==> src/core/cabd_pkg.sv <==
// Package: constants and carrier types for the cpu address and bus decoder
`default_nettype none
package cabd_pkg;
  // ----------------------------------------------------------------
  // Address map
  // ----------------------------------------------------------------
  localparam logic [15:0] CABD_SWITCH_REG_ADDR = 16'h3000; // switch register, read
  localparam logic [15:0] CABD_SEL_LATCH_ADDR  = 16'h3000; // select latch, write
  localparam int          CABD_PAGE_HI         = 15;
  localparam int          CABD_PAGE_LO         = 8;
  localparam int          CABD_PAGE_GRP_BIT    = 7;
  localparam int          CABD_PERIPH_BIT      = 6;
  localparam int          CABD_BLK_HI          = 15;
  localparam int          CABD_BLK_LO          = 13;
  localparam int          CABD_SUB_HI          = 12;
  localparam int          CABD_SUB_LO          = 11;
  localparam logic [2:0]  CABD_BLK_LOW         = 3'h0; // 0000-1FFF
  localparam logic [2:0]  CABD_BLK_SEC         = 3'h1; // 2000-3FFF
  localparam logic [2:0]  CABD_BLK_ROM         = 3'h7; // E000-FFFF
  localparam logic [1:0]  CABD_SUB_RAM         = 2'h0; // 2000-27FF
  localparam logic [1:0]  CABD_SUB_REG         = 2'h2; // 3000-37FF
  localparam logic [1:0]  CABD_SUB_SIG         = 2'h3; // 3800-3FFF
  localparam logic [1:0]  CABD_CODE_WRITE      = 2'h0; // region, write
  localparam logic [1:0]  CABD_CODE_READ       = 2'h1; // region, read
  localparam logic [7:0]  CABD_LATCH_RST       = 8'h00;

  // ----------------------------------------------------------------
  // Carriers
  // ----------------------------------------------------------------
  typedef struct packed {
    logic [15:0] internal_addr_bits;
    logic        internal_valid_addr;
    logic        buffered_valid_addr;
    logic        internal_read_write;
    logic        buffered_sys_clock;
  } cabd_cpu_t;

  typedef struct packed {
    logic cpu_ram_sel;             // on-chip RAM access
    logic peripheral_group_sel_n;  // 0080-00FF
    logic peripheral_sub_select;   // high: GPIB half
    logic gpib_sel;                // gated GPIB select
    logic adapter_sel;             // adapter half
    logic adapter_clk;             // adapter clock
    logic sys_ram_sel_n;
    logic sys_rom_sel_n;
    logic sig_trigger_n;
    logic latch_write_strobe;      // active low
    logic switch_read_strobe;      // active low
    logic switch_reg_enable_n;
  } cabd_sel_t;

  typedef struct packed {
    logic internal_data_enable_n;
    logic int_read_en;
    logic int_write_oe;
    logic ext_bus_en;
    logic ext_dir_read;
  } cabd_bus_t;
endpackage
`default_nettype wire

==> src/core/cabd_decoder.sv <==
// Address, chip-select and data-bus steering decoder for an 8-bit CPU board
//
// Functional notes
// - Page zero qualified only when address bits 15..8 are all low.
// - Page zero with bit 7 low selects on-chip RAM, internal bus off.
// - Page zero with bit 7 high asserts peripheral group select, low active.
// - In the group bit 6 high picks GPIB, low picks adapter.
// - GPIB select only while clock and buffered valid address both high.
// - Adapter clock comes straight from the buffered system clock.
// - Primary decoder splits space by bits 15..13, enabled by valid address.
// - Blocks 2..6 unused for external bank; block 7 selects system ROM.
// - Secondary decoder enabled for 2000-3FFF, bits 12..11 pick output.
// - System RAM selected for 2000-27FF.
// - Signature trigger driven from fourth secondary output.
// - Write to 3000 gives code 00, latch loads in clock low half.
// - Read of 3000 gives code 01, enables switches, both buses off.
// - Select latch is write only; software keeps its own copy.
// - Write latch transparent with clock high, holds when clock low.
// - Internal bus driven by write latch only when its enable is active.
// - Read buffer on only with clock high, data enable low, and read.
// - Internal data enable low for 0000-3FFF and E000-FFFF, except on-chip RAM and switch read.
// - External bus for 4000-DFFF; direction follows read/write line.
// - Internal and external buses never enabled together.
// - Switch register drives data lines only while its enable is low.
`default_nettype none
module cabd_decoder
  import cabd_pkg::*;
(
  input  wire logic              mclk_i,      // 100 MHz system clock
  input  wire logic              rstn_i,      // Async reset, active low
  input  wire cabd_pkg::cabd_cpu_t cpu_i,     // Address and strobes
  input  wire logic [7:0]        cpu_data_i,  // Processor write data
  input  wire logic [7:0]        switch_i,    // Address switch settings
  output logic [7:0]             int_data_o,  // Internal data bus out
  output logic                   int_data_oe_o, // Internal bus drive enable
  output logic [7:0]             cpu_data_o,  // Data to processor
  output logic                   cpu_data_oe_o, // Processor bus drive enable
  output logic [7:0]             sel_latch_o, // Circuit select latch
  output cabd_pkg::cabd_sel_t    sel_o,       // Chip selects
  output cabd_pkg::cabd_bus_t    bus_o        // Bus steering
);
  import cabd_pkg::*;

  // ----------------------------------------------------------------
  // Reset release
  // ----------------------------------------------------------------
  logic rst_meta;
  logic rst_n;
  always_ff @(posedge mclk_i or negedge rstn_i) begin
    if (!rstn_i) begin
      rst_meta <= 1'b0;
      rst_n    <= 1'b0;
    end else begin
      rst_meta <= 1'b1;
      rst_n    <= rst_meta;
    end
  end

  // ----------------------------------------------------------------
  // Combinational decode
  // ----------------------------------------------------------------
  logic [15:0] a;
  logic        clk_b;
  logic        vma;
  logic        rd;
  logic        page0;
  logic [7:0]  blk_n;
  logic        sec_en;
  logic [3:0]  sub_n;
  logic [1:0]  reg_code;
  logic        int_region;
  logic        ext_region;
  logic        sw_read;
  logic        cpu_ram;
  cabd_sel_t   next_sel;
  cabd_bus_t   next_bus;

  assign a     = cpu_i.internal_addr_bits;
  assign clk_b = cpu_i.buffered_sys_clock;
  assign vma   = cpu_i.buffered_valid_addr;
  assign rd    = cpu_i.internal_read_write;

  assign page0   = (a[CABD_PAGE_HI:CABD_PAGE_LO] == 8'h00);
  assign cpu_ram = page0 && !a[CABD_PAGE_GRP_BIT];

  // primary one-of-eight, enabled by valid address only
  genvar g;
  generate
    for (g = 0; g < 8; g++) begin : g_blk
      assign blk_n[g] = !(vma && (a[CABD_BLK_HI:CABD_BLK_LO] == 3'(g)));
    end
  endgenerate

  assign sec_en = !blk_n[CABD_BLK_SEC];
  generate
    for (g = 0; g < 4; g++) begin : g_sub
      assign sub_n[g] = !(sec_en && (a[CABD_SUB_HI:CABD_SUB_LO] == 2'(g)));
    end
  endgenerate

  // second half code from region select and read/write
  assign reg_code   = {sub_n[CABD_SUB_REG], rd};
  assign sw_read    = (reg_code == CABD_CODE_READ);
  assign int_region = !blk_n[CABD_BLK_LOW] || sec_en || !blk_n[CABD_BLK_ROM];
  // 4000-DFFF left to the external bank
  assign ext_region = vma && !int_region;

  always_comb begin
    next_sel = '0;
    next_bus = '0;
    next_sel.cpu_ram_sel            = vma && cpu_ram;
    next_sel.peripheral_group_sel_n = !(page0 && a[CABD_PAGE_GRP_BIT]);
    next_sel.peripheral_sub_select  = a[CABD_PERIPH_BIT];
    // GPIB gated by clock and valid address
    next_sel.gpib_sel    = !next_sel.peripheral_group_sel_n && a[CABD_PERIPH_BIT]
                           && clk_b && vma;
    next_sel.adapter_sel = !next_sel.peripheral_group_sel_n && !a[CABD_PERIPH_BIT];
    next_sel.adapter_clk   = clk_b;
    next_sel.sys_ram_sel_n = sub_n[CABD_SUB_RAM];
    next_sel.sys_rom_sel_n = blk_n[CABD_BLK_ROM];
    next_sel.sig_trigger_n = sub_n[CABD_SUB_SIG];
    // latch strobe in clock low half
    next_sel.latch_write_strobe  = !((reg_code == CABD_CODE_WRITE) && !clk_b);
    next_sel.switch_read_strobe  = !sw_read;
    next_sel.switch_reg_enable_n = !sw_read;
    // internal enable, suppressed for on-chip RAM and switch read
    next_bus.internal_data_enable_n = !(int_region && !cpu_ram && !sw_read);
    next_bus.int_read_en  = clk_b && !next_bus.internal_data_enable_n && rd;
    next_bus.int_write_oe = !next_bus.internal_data_enable_n && !rd;
    next_bus.ext_bus_en   = ext_region;
    next_bus.ext_dir_read = rd;
    if (!next_bus.internal_data_enable_n) begin
      next_bus.ext_bus_en = 1'b0;
    end
  end

  // ----------------------------------------------------------------
  // Registered outputs
  // ----------------------------------------------------------------
  // one register stage keeps outputs glitch free, one cycle late
  always_ff @(posedge mclk_i or negedge rst_n) begin
    if (!rst_n) begin
      sel_o <= '{default: 1'b1, cpu_ram_sel: 1'b0, peripheral_sub_select: 1'b0,
                 gpib_sel: 1'b0, adapter_sel: 1'b0, adapter_clk: 1'b0};
      bus_o <= '{internal_data_enable_n: 1'b1, default: 1'b0};
    end else begin
      sel_o <= next_sel;
      bus_o <= next_bus;
    end
  end

  // write data latch follows while clock high, holds otherwise
  logic [7:0] wr_latch;
  always_ff @(posedge mclk_i or negedge rst_n) begin
    if (!rst_n) begin
      wr_latch <= CABD_LATCH_RST;
    end else if (clk_b) begin
      wr_latch <= cpu_data_i;
    end
  end

  // latch keeps capturing while its outputs are off
  always_ff @(posedge mclk_i or negedge rst_n) begin
    if (!rst_n) begin
      int_data_o    <= CABD_LATCH_RST;
      int_data_oe_o <= 1'b0;
    end else begin
      int_data_o    <= clk_b ? cpu_data_i : wr_latch;
      int_data_oe_o <= next_bus.int_write_oe;
    end
  end

  // circuit select latch loads in clock low half
  // no read path from this latch
  always_ff @(posedge mclk_i or negedge rst_n) begin
    if (!rst_n) begin
      sel_latch_o <= CABD_LATCH_RST;
    end else if (!next_sel.latch_write_strobe) begin
      sel_latch_o <= cpu_data_i;
    end
  end

  // switches onto processor data only when enabled
  always_ff @(posedge mclk_i or negedge rst_n) begin
    if (!rst_n) begin
      cpu_data_o    <= 8'h00;
      cpu_data_oe_o <= 1'b0;
    end else begin
      cpu_data_o    <= sw_read ? switch_i : 8'h00;
      cpu_data_oe_o <= sw_read;
    end
  end
endmodule
`default_nettype wire

==> config.mk <==
export PLATFORM = sky130hd
export DESIGN_NAME = cabd_decoder
export DESIGN_NICKNAME = d
export VERILOG_FILES = /design/src/core/cabd_pkg.sv /design/src/core/cabd_decoder.sv
export SDC_FILE = /design/constraint.sdc
export NUM_CORES = 1
export LEC_CHECK = 0
export BUFFER_PORTS_ARGS = -buffer_cell sky130_fd_sc_hd__buf_2
export CORE_MARGIN = 2
export CORE_UTILIZATION = 30
export DETAILED_ROUTE_END_ITERATION = 8
export PLACE_DENSITY = 0.67
export REMOVE_ABC_BUFFERS = 1
export SLEW_MARGIN = 20
export SYNTH_ARGS = -nofsm -noshare
export SYNTH_HDL_FRONTEND = slang
export SYNTH_SLANG_ARGS = --single-unit
export TNS_END_PERCENT = 10
==> constraint.sdc <==
create_clock -name mclk_i -period 1.3 [get_ports mclk_i]
set_input_delay 0.26 -clock mclk_i [delete_from_list [all_inputs] [get_ports mclk_i]]
set_output_delay 0.26 -clock mclk_i [all_outputs]
set_load 0.05 [all_outputs]
==> qor.txt, run 1 <==
Post-CTS Setup Bufs: 0
Nets@finish: 224
Worst-Skew Late Latency: 290 ps
CTS clk-pin slew, worst paths: 80 ps
Seq cells post-synth: 43
P_sw: 0.000789 W
Syn. warnings: 0
Required @ worst endpoint: 1040 ps
DR pass1 iterations: 4
Synthesized cell area: 1530 sq um
Worst Skew: 9.27 ps
Post-Route WL: 3.05 mm
PortBufs: 73
Switching Fraction: 28.5%
Final period utilization: 97.0%
Hold WC Path Type: input port to register
Commonest non-fill, non-tap cell in the layout: buf_2
Final core occ: 44.7%
Clock share of power: 31.6%
1st-iter DRT viols: 20
Total congestion overflow: 0
Cells after Synth: 101
Largest stage delay on the critical path: 530 ps
Area grow syn2layout: 40.7%
Slew Viols, Final: 0
Antenna-violating nets left: 0
Largest net degree at the start of global routing: 26
Boundary pin count: 81
P_int: 0.00198 W
Critical path arrival: 1000 ps
HPWL after DPL: 2.40 mm
CP Launch Type: register
Routed vias/inst: 4.15
Routability cong.: 0.675
Vias in the first global route: 1046
Clock sink total: 43
Final hold violations: 0
Clk buf depth: 2
Setup ws final: 39.6 ps
Sequential area share after synthesis: 70.9%
Routed len/inst: 12.0 microns
Initial core utilization: 31.8%
RSZ-0062 raised after global routing: yes
Pre-CTS setup slack: -77.9 ps
Number of H-tree levels: 2
CP delay by family, top: flip-flops
Max-cap violations: 0
Setup_tns: 0 ps
DIE AREA: 5690 sq um
WP buf/inv: 1
Combinational Power Share: 16.8%
Maximum fanout along the worst path: 2
Antenna fix cells: 0
Die X: 75.4 microns
Max IR drop VDD: 0.746 mV
Crit path time final: 1260 ps
Reg-to-reg critical path startpoint: sel_latch_o[5]
CP endpoint kind: output pin
Chip Height: 75.4 microns
Setup violators final: 0
DR DRC count: 0
Syn_area_per_cell: 15.2 sq um
Highest-count cells in the layout ignoring fill and taps: buf_2, dfrtp_1, mux2_2
WHS: 103 ps
Layout cells sized above 1: 63.6%
Design Power: 0.00276 W
First-pass GRT wire length: 4.83 mm
Crit-path cells: buf_4
Initial antenna violation count: 0
Post-synth cell types: 24
Core ar.: 4820 sq um
Fmax: 793 MHz
P_leak: 1.13 nW
GRT Util Overall: 11.7%
Status: completed
Inserted Clock Buffers: 5
Power per Cell Area: 1280 nW/um^2
Slowest cell on crit path: dfstp_2
Seq pwr share: 51.6%
CTS tree: built
Worst Hold Launch: cpu_i[10]
Worst Setup SP: sel_o[1]
Via Count: 1054
Rows: 25
Clock root buffer: clkbuf_8
Critical setup path kind: register to output pin
==> stage by stage <==
| step | std cells | cell area, sq um |
|---|---|---|
| after detailed placement | 245 | 2020 |
| after global routing | 254 | 2150 |
| final | 254 | 2150 |
| after floorplan | 96 | 1500 |
| after global placement | 245 | 2020 |
| after CTS | 254 | 2140 |
==> layout make-up <==
| class | instances | area [sq um] |
|---|---|---|
| well taps | 67 | 83.8 |
| inverters | 2 | 7.51 |
| multi-input cells | 51 | 407 |
| fillers | 459 | 2660 |
| clock inverters | 2 | 16.3 |
| clock buffers | 6 | 82.6 |
| repair buffers | 83 | 470 |
| flip-flops and latches | 43 | 1090 |
==> timing repair <==
item	CTS	global route
gates resized for setup	6	6
setup endpoints to repair	8	4
hold buffers	1	0
hold endpoints to repair	2	0
==> Yosys cell counts <==
cell type	count	area share [%]
dfrtp_1	36	59
mux2_2	16	12
and2_1	9	3.7
dfstp_2	7	12
nor2_1	5	1.2
buf_4	3	1.5
nand2_1	3	0.74
nand3_1	3	0.98
inv_1	2	0.49
nor3_1	2	0.65
nor4_1	2	0.82
a31o_2	1	0.57
and3_2	1	0.49
and3b_1	1	0.57
and4_4	1	0.74
and4bb_4	1	1.1
clkbuf_1	1	0.25
clkbuf_2	1	0.33
conb_1	1	0.25
nand4_1	1	0.41
nand4_4	1	1.4
nor3b_1	1	0.49
o21ai_0	1	0.33
or3_1	1	0.41
==> flip-flops by register name, indices dropped and copies added (netlist names) <==
register       count
int_data_o         8
cpu_data_oe_o      1
sel_latch_o        8
bus_o              5
rst_n              1
cpu_data_o         8
sel_o             11
rst_meta           1
==> path summary, 6_finish.rpt <==
| check | slack (ps) | depth (start not counted) | endpoint |
|---|---|---|---|
| setup / recovery | 40 | 1 | sel_o[0] |
| hold / removal | 100 | 1 | sel_o[9] |
| setup reg to reg | 530 | 1 | sel_latch_o[5] |
| hold reg to reg | 210 | 1 | sel_o[6] |
| max in group asynchronous | 740 | 1 | sel_o[4] |
| min in group asynchronous | 210 | 1 | sel_o[6] |
==> logic make-up (layout without fill, tap and decap cells) <==
group | Yosys count | in the layout | synth area share [%]
other | 1 | 1 | 0.245
and+or+nand+nor | 32 | 32 | 13.7
DFF | 43 | 43 | 70.9
buffers and inverters | 7 | 93 | 2.53
AOI/OAI and AO/OA | 2 | 2 | 0.899
muxes | 16 | 16 | 11.8
==> power groups by stage <==
| stage | clock, W | sequential (W) | combinational, W |
|---|---|---|---|
| floorplan | 0 | 0.00169 | 0.0000669 |
| global placement | 0 | 0.00145 | 0.000461 |
| detailed placement | 0 | 0.00145 | 0.000467 |
| CTS | 0.000914 | 0.00143 | 0.000471 |
| global route | 0.000978 | 0.00144 | 0.000494 |
| finish | 0.000873 | 0.00143 | 0.000465 |
==> routing by layer <==
metal / track usage (%) / part of all wire (%)
met4: 4.09 / 0.56
met5: 0 / 0
met2: 18.3 / 47
met3: 7.14 / 11
met1: 13.2 / 41
Note: power is estimated with default switching activity, not from simulation.
==> inputs of run 2 (changes only) <==
Settings changed: CELL_PAD_IN_SITES_DETAIL_PLACEMENT from default to 1, CELL_PAD_IN_SITES_GLOBAL_PLACEMENT from default to 1, CORE_MARGIN 2 to 5, PLACE_DENSITY 0.67 to 0.82.
==> run 2 against run 1 <==
Clock power up 20%. Combinational power about the same. Power up 6.9%. Largest cell class unchanged. Count of clock-buffer cells in the layout unchanged. Cell count up 1.2%. Hold slack better by 3.2 ps.
==> qor.txt, run 2 (synthesized netlist as in run 1, its figures left out) <==
Setup violators final: 0
DR DRC count: 0
Pre-CTS setup slack: -131 ps
Slew Viols, Final: 0
Total congestion overflow: 0
HPWL after DPL: 2.99 mm
Worst Setup SP: sel_o[1]
Clk buf depth: 2
Antenna fix cells: 0
Critical path depth: 1
Number of H-tree levels: 2
Power per Cell Area: 1350 nW/um^2
Initial core utilization: 30.3%
Antenna-violating nets left: 0
Fillcell total: 558
Layout cells sized above 1: 63.6%
RSZ-0062 raised after global routing: yes
Top reg by flops: sel_o
Initial antenna violation count: 0
Max-cap violations: 0
WP buf/inv: 1
Rows: 26
Fmax: 787 MHz
R2R Path End: int_data_o[7]
CP endpoint kind: output pin
Via Count: 1092
Maximum fanout along the worst path: 2
Setup ws final: 29.9 ps
CP Launch Type: register
Inserted Clock Buffers: 5
Boundary pin count: 81
Largest stage delay on the critical path: 530 ps
Crit-path cells: buf_4
Reg-to-reg critical path startpoint: int_data_o[7]
Clock share of power: 35.6%
PortBufs: 73
Routed len/inst: 14.5 microns
P_leak: 1.15 nW
Highest-count cells in the layout ignoring fill and taps: buf_2, dfrtp_1, mux2_2
Design Power: 0.00296 W
Nets@finish: 224
Core ar.: 5040 sq um
Hold WC Path Type: input port to register
First-pass GRT wire length: 5.99 mm
P_int: 0.00217 W
CP delay by family, top: flip-flops
Clock sink total: 43
Final core occ: 43.3%
Die X: 81.4 microns
Routability cong.: 0.699
Final period utilization: 97.7%
Status: completed
Chip Height: 81.4 microns
Max IR drop VDD: 0.515 mV
Critical path arrival: 1010 ps
Final hold violations: 0
Worst Skew: 4.26 ps
Seq pwr share: 48.5%
Crit path time final: 1270 ps
FF-to-FF setup slack: 540 ps
Vias in the first global route: 1249
Worst-Skew Late Latency: 290 ps
Largest net degree at the start of global routing: 20
Commonest non-fill, non-tap cell in the layout: buf_2
DIE AREA: 6630 sq um
Clock root buffer: clkbuf_8
GRT Util Overall: 12.2%
CTS tree: built
P_sw: 0.000789 W
Area grow syn2layout: 42.8%
CTS clk-pin slew, worst paths: 80 ps
Max reg flops: 11
Switching Fraction: 26.7%
Worst r2r path cells: 1
Post-Route WL: 3.73 mm
Routed vias/inst: 4.25
Critical setup path kind: register to output pin
Slowest cell on crit path: dfstp_2
1st-iter DRT viols: 14
Combinational Power Share: 15.8%
DR pass1 iterations: 3
Required @ worst endpoint: 1040 ps
Critical path endpoint: sel_o[1]
[run 2: changes by cell type in the layout (fill, tap and decap cells not counted), sizes merged]
cell / change
bufinv: +1
clkinvlp: -1
[run 2: worst min path at each step]
| stage | to | cells after the start | start |
|---|---|---|---|
| global route | sel_o[9] | 1 | cpu_i[10] |
| finish | sel_o[9] | 1 | cpu_i[10] |
| global placement | rst_meta | 1 | rstn_i |
| floorplan | rst_meta | 0 | rstn_i |
| detailed placement | rst_meta | 1 | rstn_i |
| CTS | sel_o[9] | 1 | cpu_i[10] |
[run 2: layer usage]
metal / global-route usage [%] / vias up / routed length (microns)
li1: - / 509 / -
met1: 14.7 / 519 / 1550
met2: 19.2 / 57 / 1710
met3: 5.81 / 7 / 413
met4: 3.89 / 0 / 53
met5: 0 / - / 0
[run 2: layout make-up]
| class | instances | area, sq um | share of cell area, % |
|---|---|---|---|
| repair buffers | 83 | 479 | 21.9 |
| clock buffers | 6 | 82.6 | 3.78 |
| well taps | 70 | 87.6 | 4.01 |
| inverters | 2 | 7.51 | 0.344 |
| flip-flops and latches | 43 | 1090 | 49.7 |
| multi-input cells | 51 | 407 | 18.6 |
| clock inverters | 2 | 35.0 | 1.60 |
[run 2: what timing repair did]
| item | in CTS | in global routing |
|---|---|---|
| endpoints found under the setup margin | 8 | 3 |
| resized for setup | 6 | 5 |
| hold buffers | 1 | 0 |
| setup buffers | 0 | 0 |
| endpoints found under the hold margin | 2 | 0 |
[run 2: metrics by stage]
step                      instances  setup TNS (ps)  hold slack, ps  cell area (sq um)
final                           257               0             107               2180
after global placement          248            -839            45.6               2030
after detailed placement        248           -1020            46.5               2030
after global routing            257           -14.6            83.3               2180
after CTS                       257           -98.9            94.9               2180
after floorplan                  96               0           -35.6               1500
[run 2: power by group through the flow]
stage	logic, W	clock network (W)	registers [W]
CTS	0.000474	0.00110	0.00144
global placement	0.000458	0	0.00146
global route	0.000499	0.00116	0.00145
detailed placement	0.000469	0	0.00146
finish	0.000468	0.00105	0.00143
floorplan	0.0000669	0	0.00169
==> inputs of run 3 (changes only) <==
==> constraint.sdc (replaced) <==
create_clock -name mclk_i -period 1.3 [get_ports mclk_i]
set_input_delay 0.065 -clock mclk_i [delete_from_list [all_inputs] [get_ports mclk_i]]
set_output_delay 0.065 -clock mclk_i [all_outputs]
set_load 0.05 [all_outputs]
==> run 3 against run 2 <==
Power shrank 6.6%. First-iteration DRC count is 86% higher. Clock skew fell by 1.2 ps. Setup slack gained 30 ps. Hold slack worse by 84 ps. Flip-flop and latch count stayed put. Largest cell class unchanged. Core utilization increased by 0.79 points. Count of clock-buffer cells in the layout is 1 higher. Via count is 4.2% higher. Highest routed layer unchanged. Register-to-register slack about the same.
==> qor.txt, run 3 (synthesized netlist as in run 1, its figures left out) <==
Status: completed
Required @ worst endpoint: 1460 ps
Area grow syn2layout: 45.4%
Met1 Track Usage GR: 14.4%
P_int: 0.00199 W
Final period utilization: 95.4%
Routed vias/inst: 4.31
Worst Skew: 3.03 ps
DR pass1 iterations: 4
Post-Route WL: 3.85 mm
Global routing usage on met3: 5.81%
Top reg by flops: sel_o
Total congestion overflow: 0
Layout cells sized above 1: 59.8%
Fillcell total: 560
Seq pwr share: 51.9%
Clock root buffer: clkbuf_8
CTS tree: built
CP Launch Type: input port
Post-CTS Setup Bufs: 0
Critical path arrival: 1400 ps
Grt met2 use: 20.8%
P_sw: 0.000771 W
Initial core utilization: 30.3%
Boundary pin count: 81
First-pass GRT wire length: 6.24 mm
Footprint of the multi-input gates: 414 sq um
Clock sink total: 43
Hold WC Path Type: input port to register
RSZ-0062 raised after global routing: no
Switching Fraction: 27.9%
DIE AREA: 6630 sq um
Nets@finish: 231
Vias in the first global route: 1294
Placed cell count: 243
Maximum fanout along the worst path: 4
Final hold violations: 0
Die X: 81.4 microns
Sequential Area: 1090 sq um
GRT Util Overall: 12.6%
Commonest non-fill, non-tap cell in the layout: buf_2
Largest net degree at the start of global routing: 20
DR DRC count: 0
Crit path time final: 1240 ps
Combinational Power Share: 17.7%
Via Count: 1138
Fmax: 806 MHz
CTS clk-pin slew, worst paths: 70 ps
Routability cong.: 0.662
P_leak: 1.14 nW
Highest-count cells in the layout ignoring fill and taps: buf_2, dfrtp_1, mux2_2
Number of H-tree levels: 2
Rows: 26
1st-iter DRT viols: 26
Worst-Skew Late Latency: 280 ps
Setup violators final: 0
Chip Height: 81.4 microns
Most crowded layer after global routing: met2
PortBufs: 73
Max IR drop VDD: 0.526 mV
Antenna fix cells: 0
Core ar.: 5040 sq um
Power per Cell Area: 1240 nW/um^2
Setup_tns: 0 ps
Routed len/inst: 14.6 microns
Clk buf depth: 2
Post-route non-filler standard cell count: 264
CP endpoint kind: register
Antenna-violating nets left: 0
Inserted Clock Buffers: 5
Max-cap violations: 0
Slew Viols, Final: 0
HPWL after DPL: 2.84 mm
Initial antenna violation count: 0
Critical setup path kind: input port to register
Clock share of power: 30.4%
Max reg flops: 11
[run 3: final timing paths]
check | endpoint | slack [ps] | from | cells past startpoint
worst min-delay path | sel_latch_o[5] | 20 | cpu_data_i[5] | 2
max in group asynchronous | sel_o[1] | 610 | rst_n | 1
worst min register to register | cpu_data_o[5] | 160 | rst_n | 0
worst max register to register | int_data_o[2] | 540 | int_data_o[2] | 1
worst max-delay path | bus_o[3] | 60 | cpu_i[15] | 5
min in group asynchronous | rst_meta | 90 | rstn_i | 2
[run 3: worst max-delay path, cell delays in order]
cell and delay [ps]:
dlygate4sd3_1 550, buf_2 160, nor4_2 290, and3b_2 280, nor3_1 60
[run 3: final cells by class]
type,instances,area share [%]
clock inverters,1,0.225
flip-flops and latches,43,48.8
well taps,70,3.94
repair buffers,90,24.2
multi-input cells,51,18.6
clock buffers,7,3.88
inverters,2,0.337
[run 3: what timing repair did]
action	in CTS	in global routing
hold endpoints to repair	15	0
gates resized for setup	0	3
endpoints found under the setup margin	0	5
hold buffers	13	0
[run 3: power groups by stage]
stage | combinational, W | sequential [W] | clock [W]
finish | 0.000488 | 0.00143 | 0.000838
global placement | 0.000451 | 0.00146 | 0
global route | 0.000518 | 0.00144 | 0.000948
detailed placement | 0.000460 | 0.00146 | 0
CTS | 0.000491 | 0.00144 | 0.000878
floorplan | 0.0000669 | 0.00169 | 0
[run 3: through the flow]
stage	setup slack (ps)	hold slack [ps]	total power, W	util [%]	cell area, sq um
floorplan	27.0	-231	0.00175	-	1500
global placement	73.2	-149	0.00191	39.6	2000
detailed placement	48.7	-148	0.00192	39.6	2000
CTS	3.09	14.0	0.00280	44.0	2220
global route	29.7	15.1	0.00291	44.1	2220
finish	59.5	22.6	0.00276	44.1	2220
[run 3: per-layer routing]
metal  part of all wire (%)  vias up
li1                       -      522
met1                     40      553
met2                     48       56
met3                     10        7
met4                    1.8        0
met5                      0        -
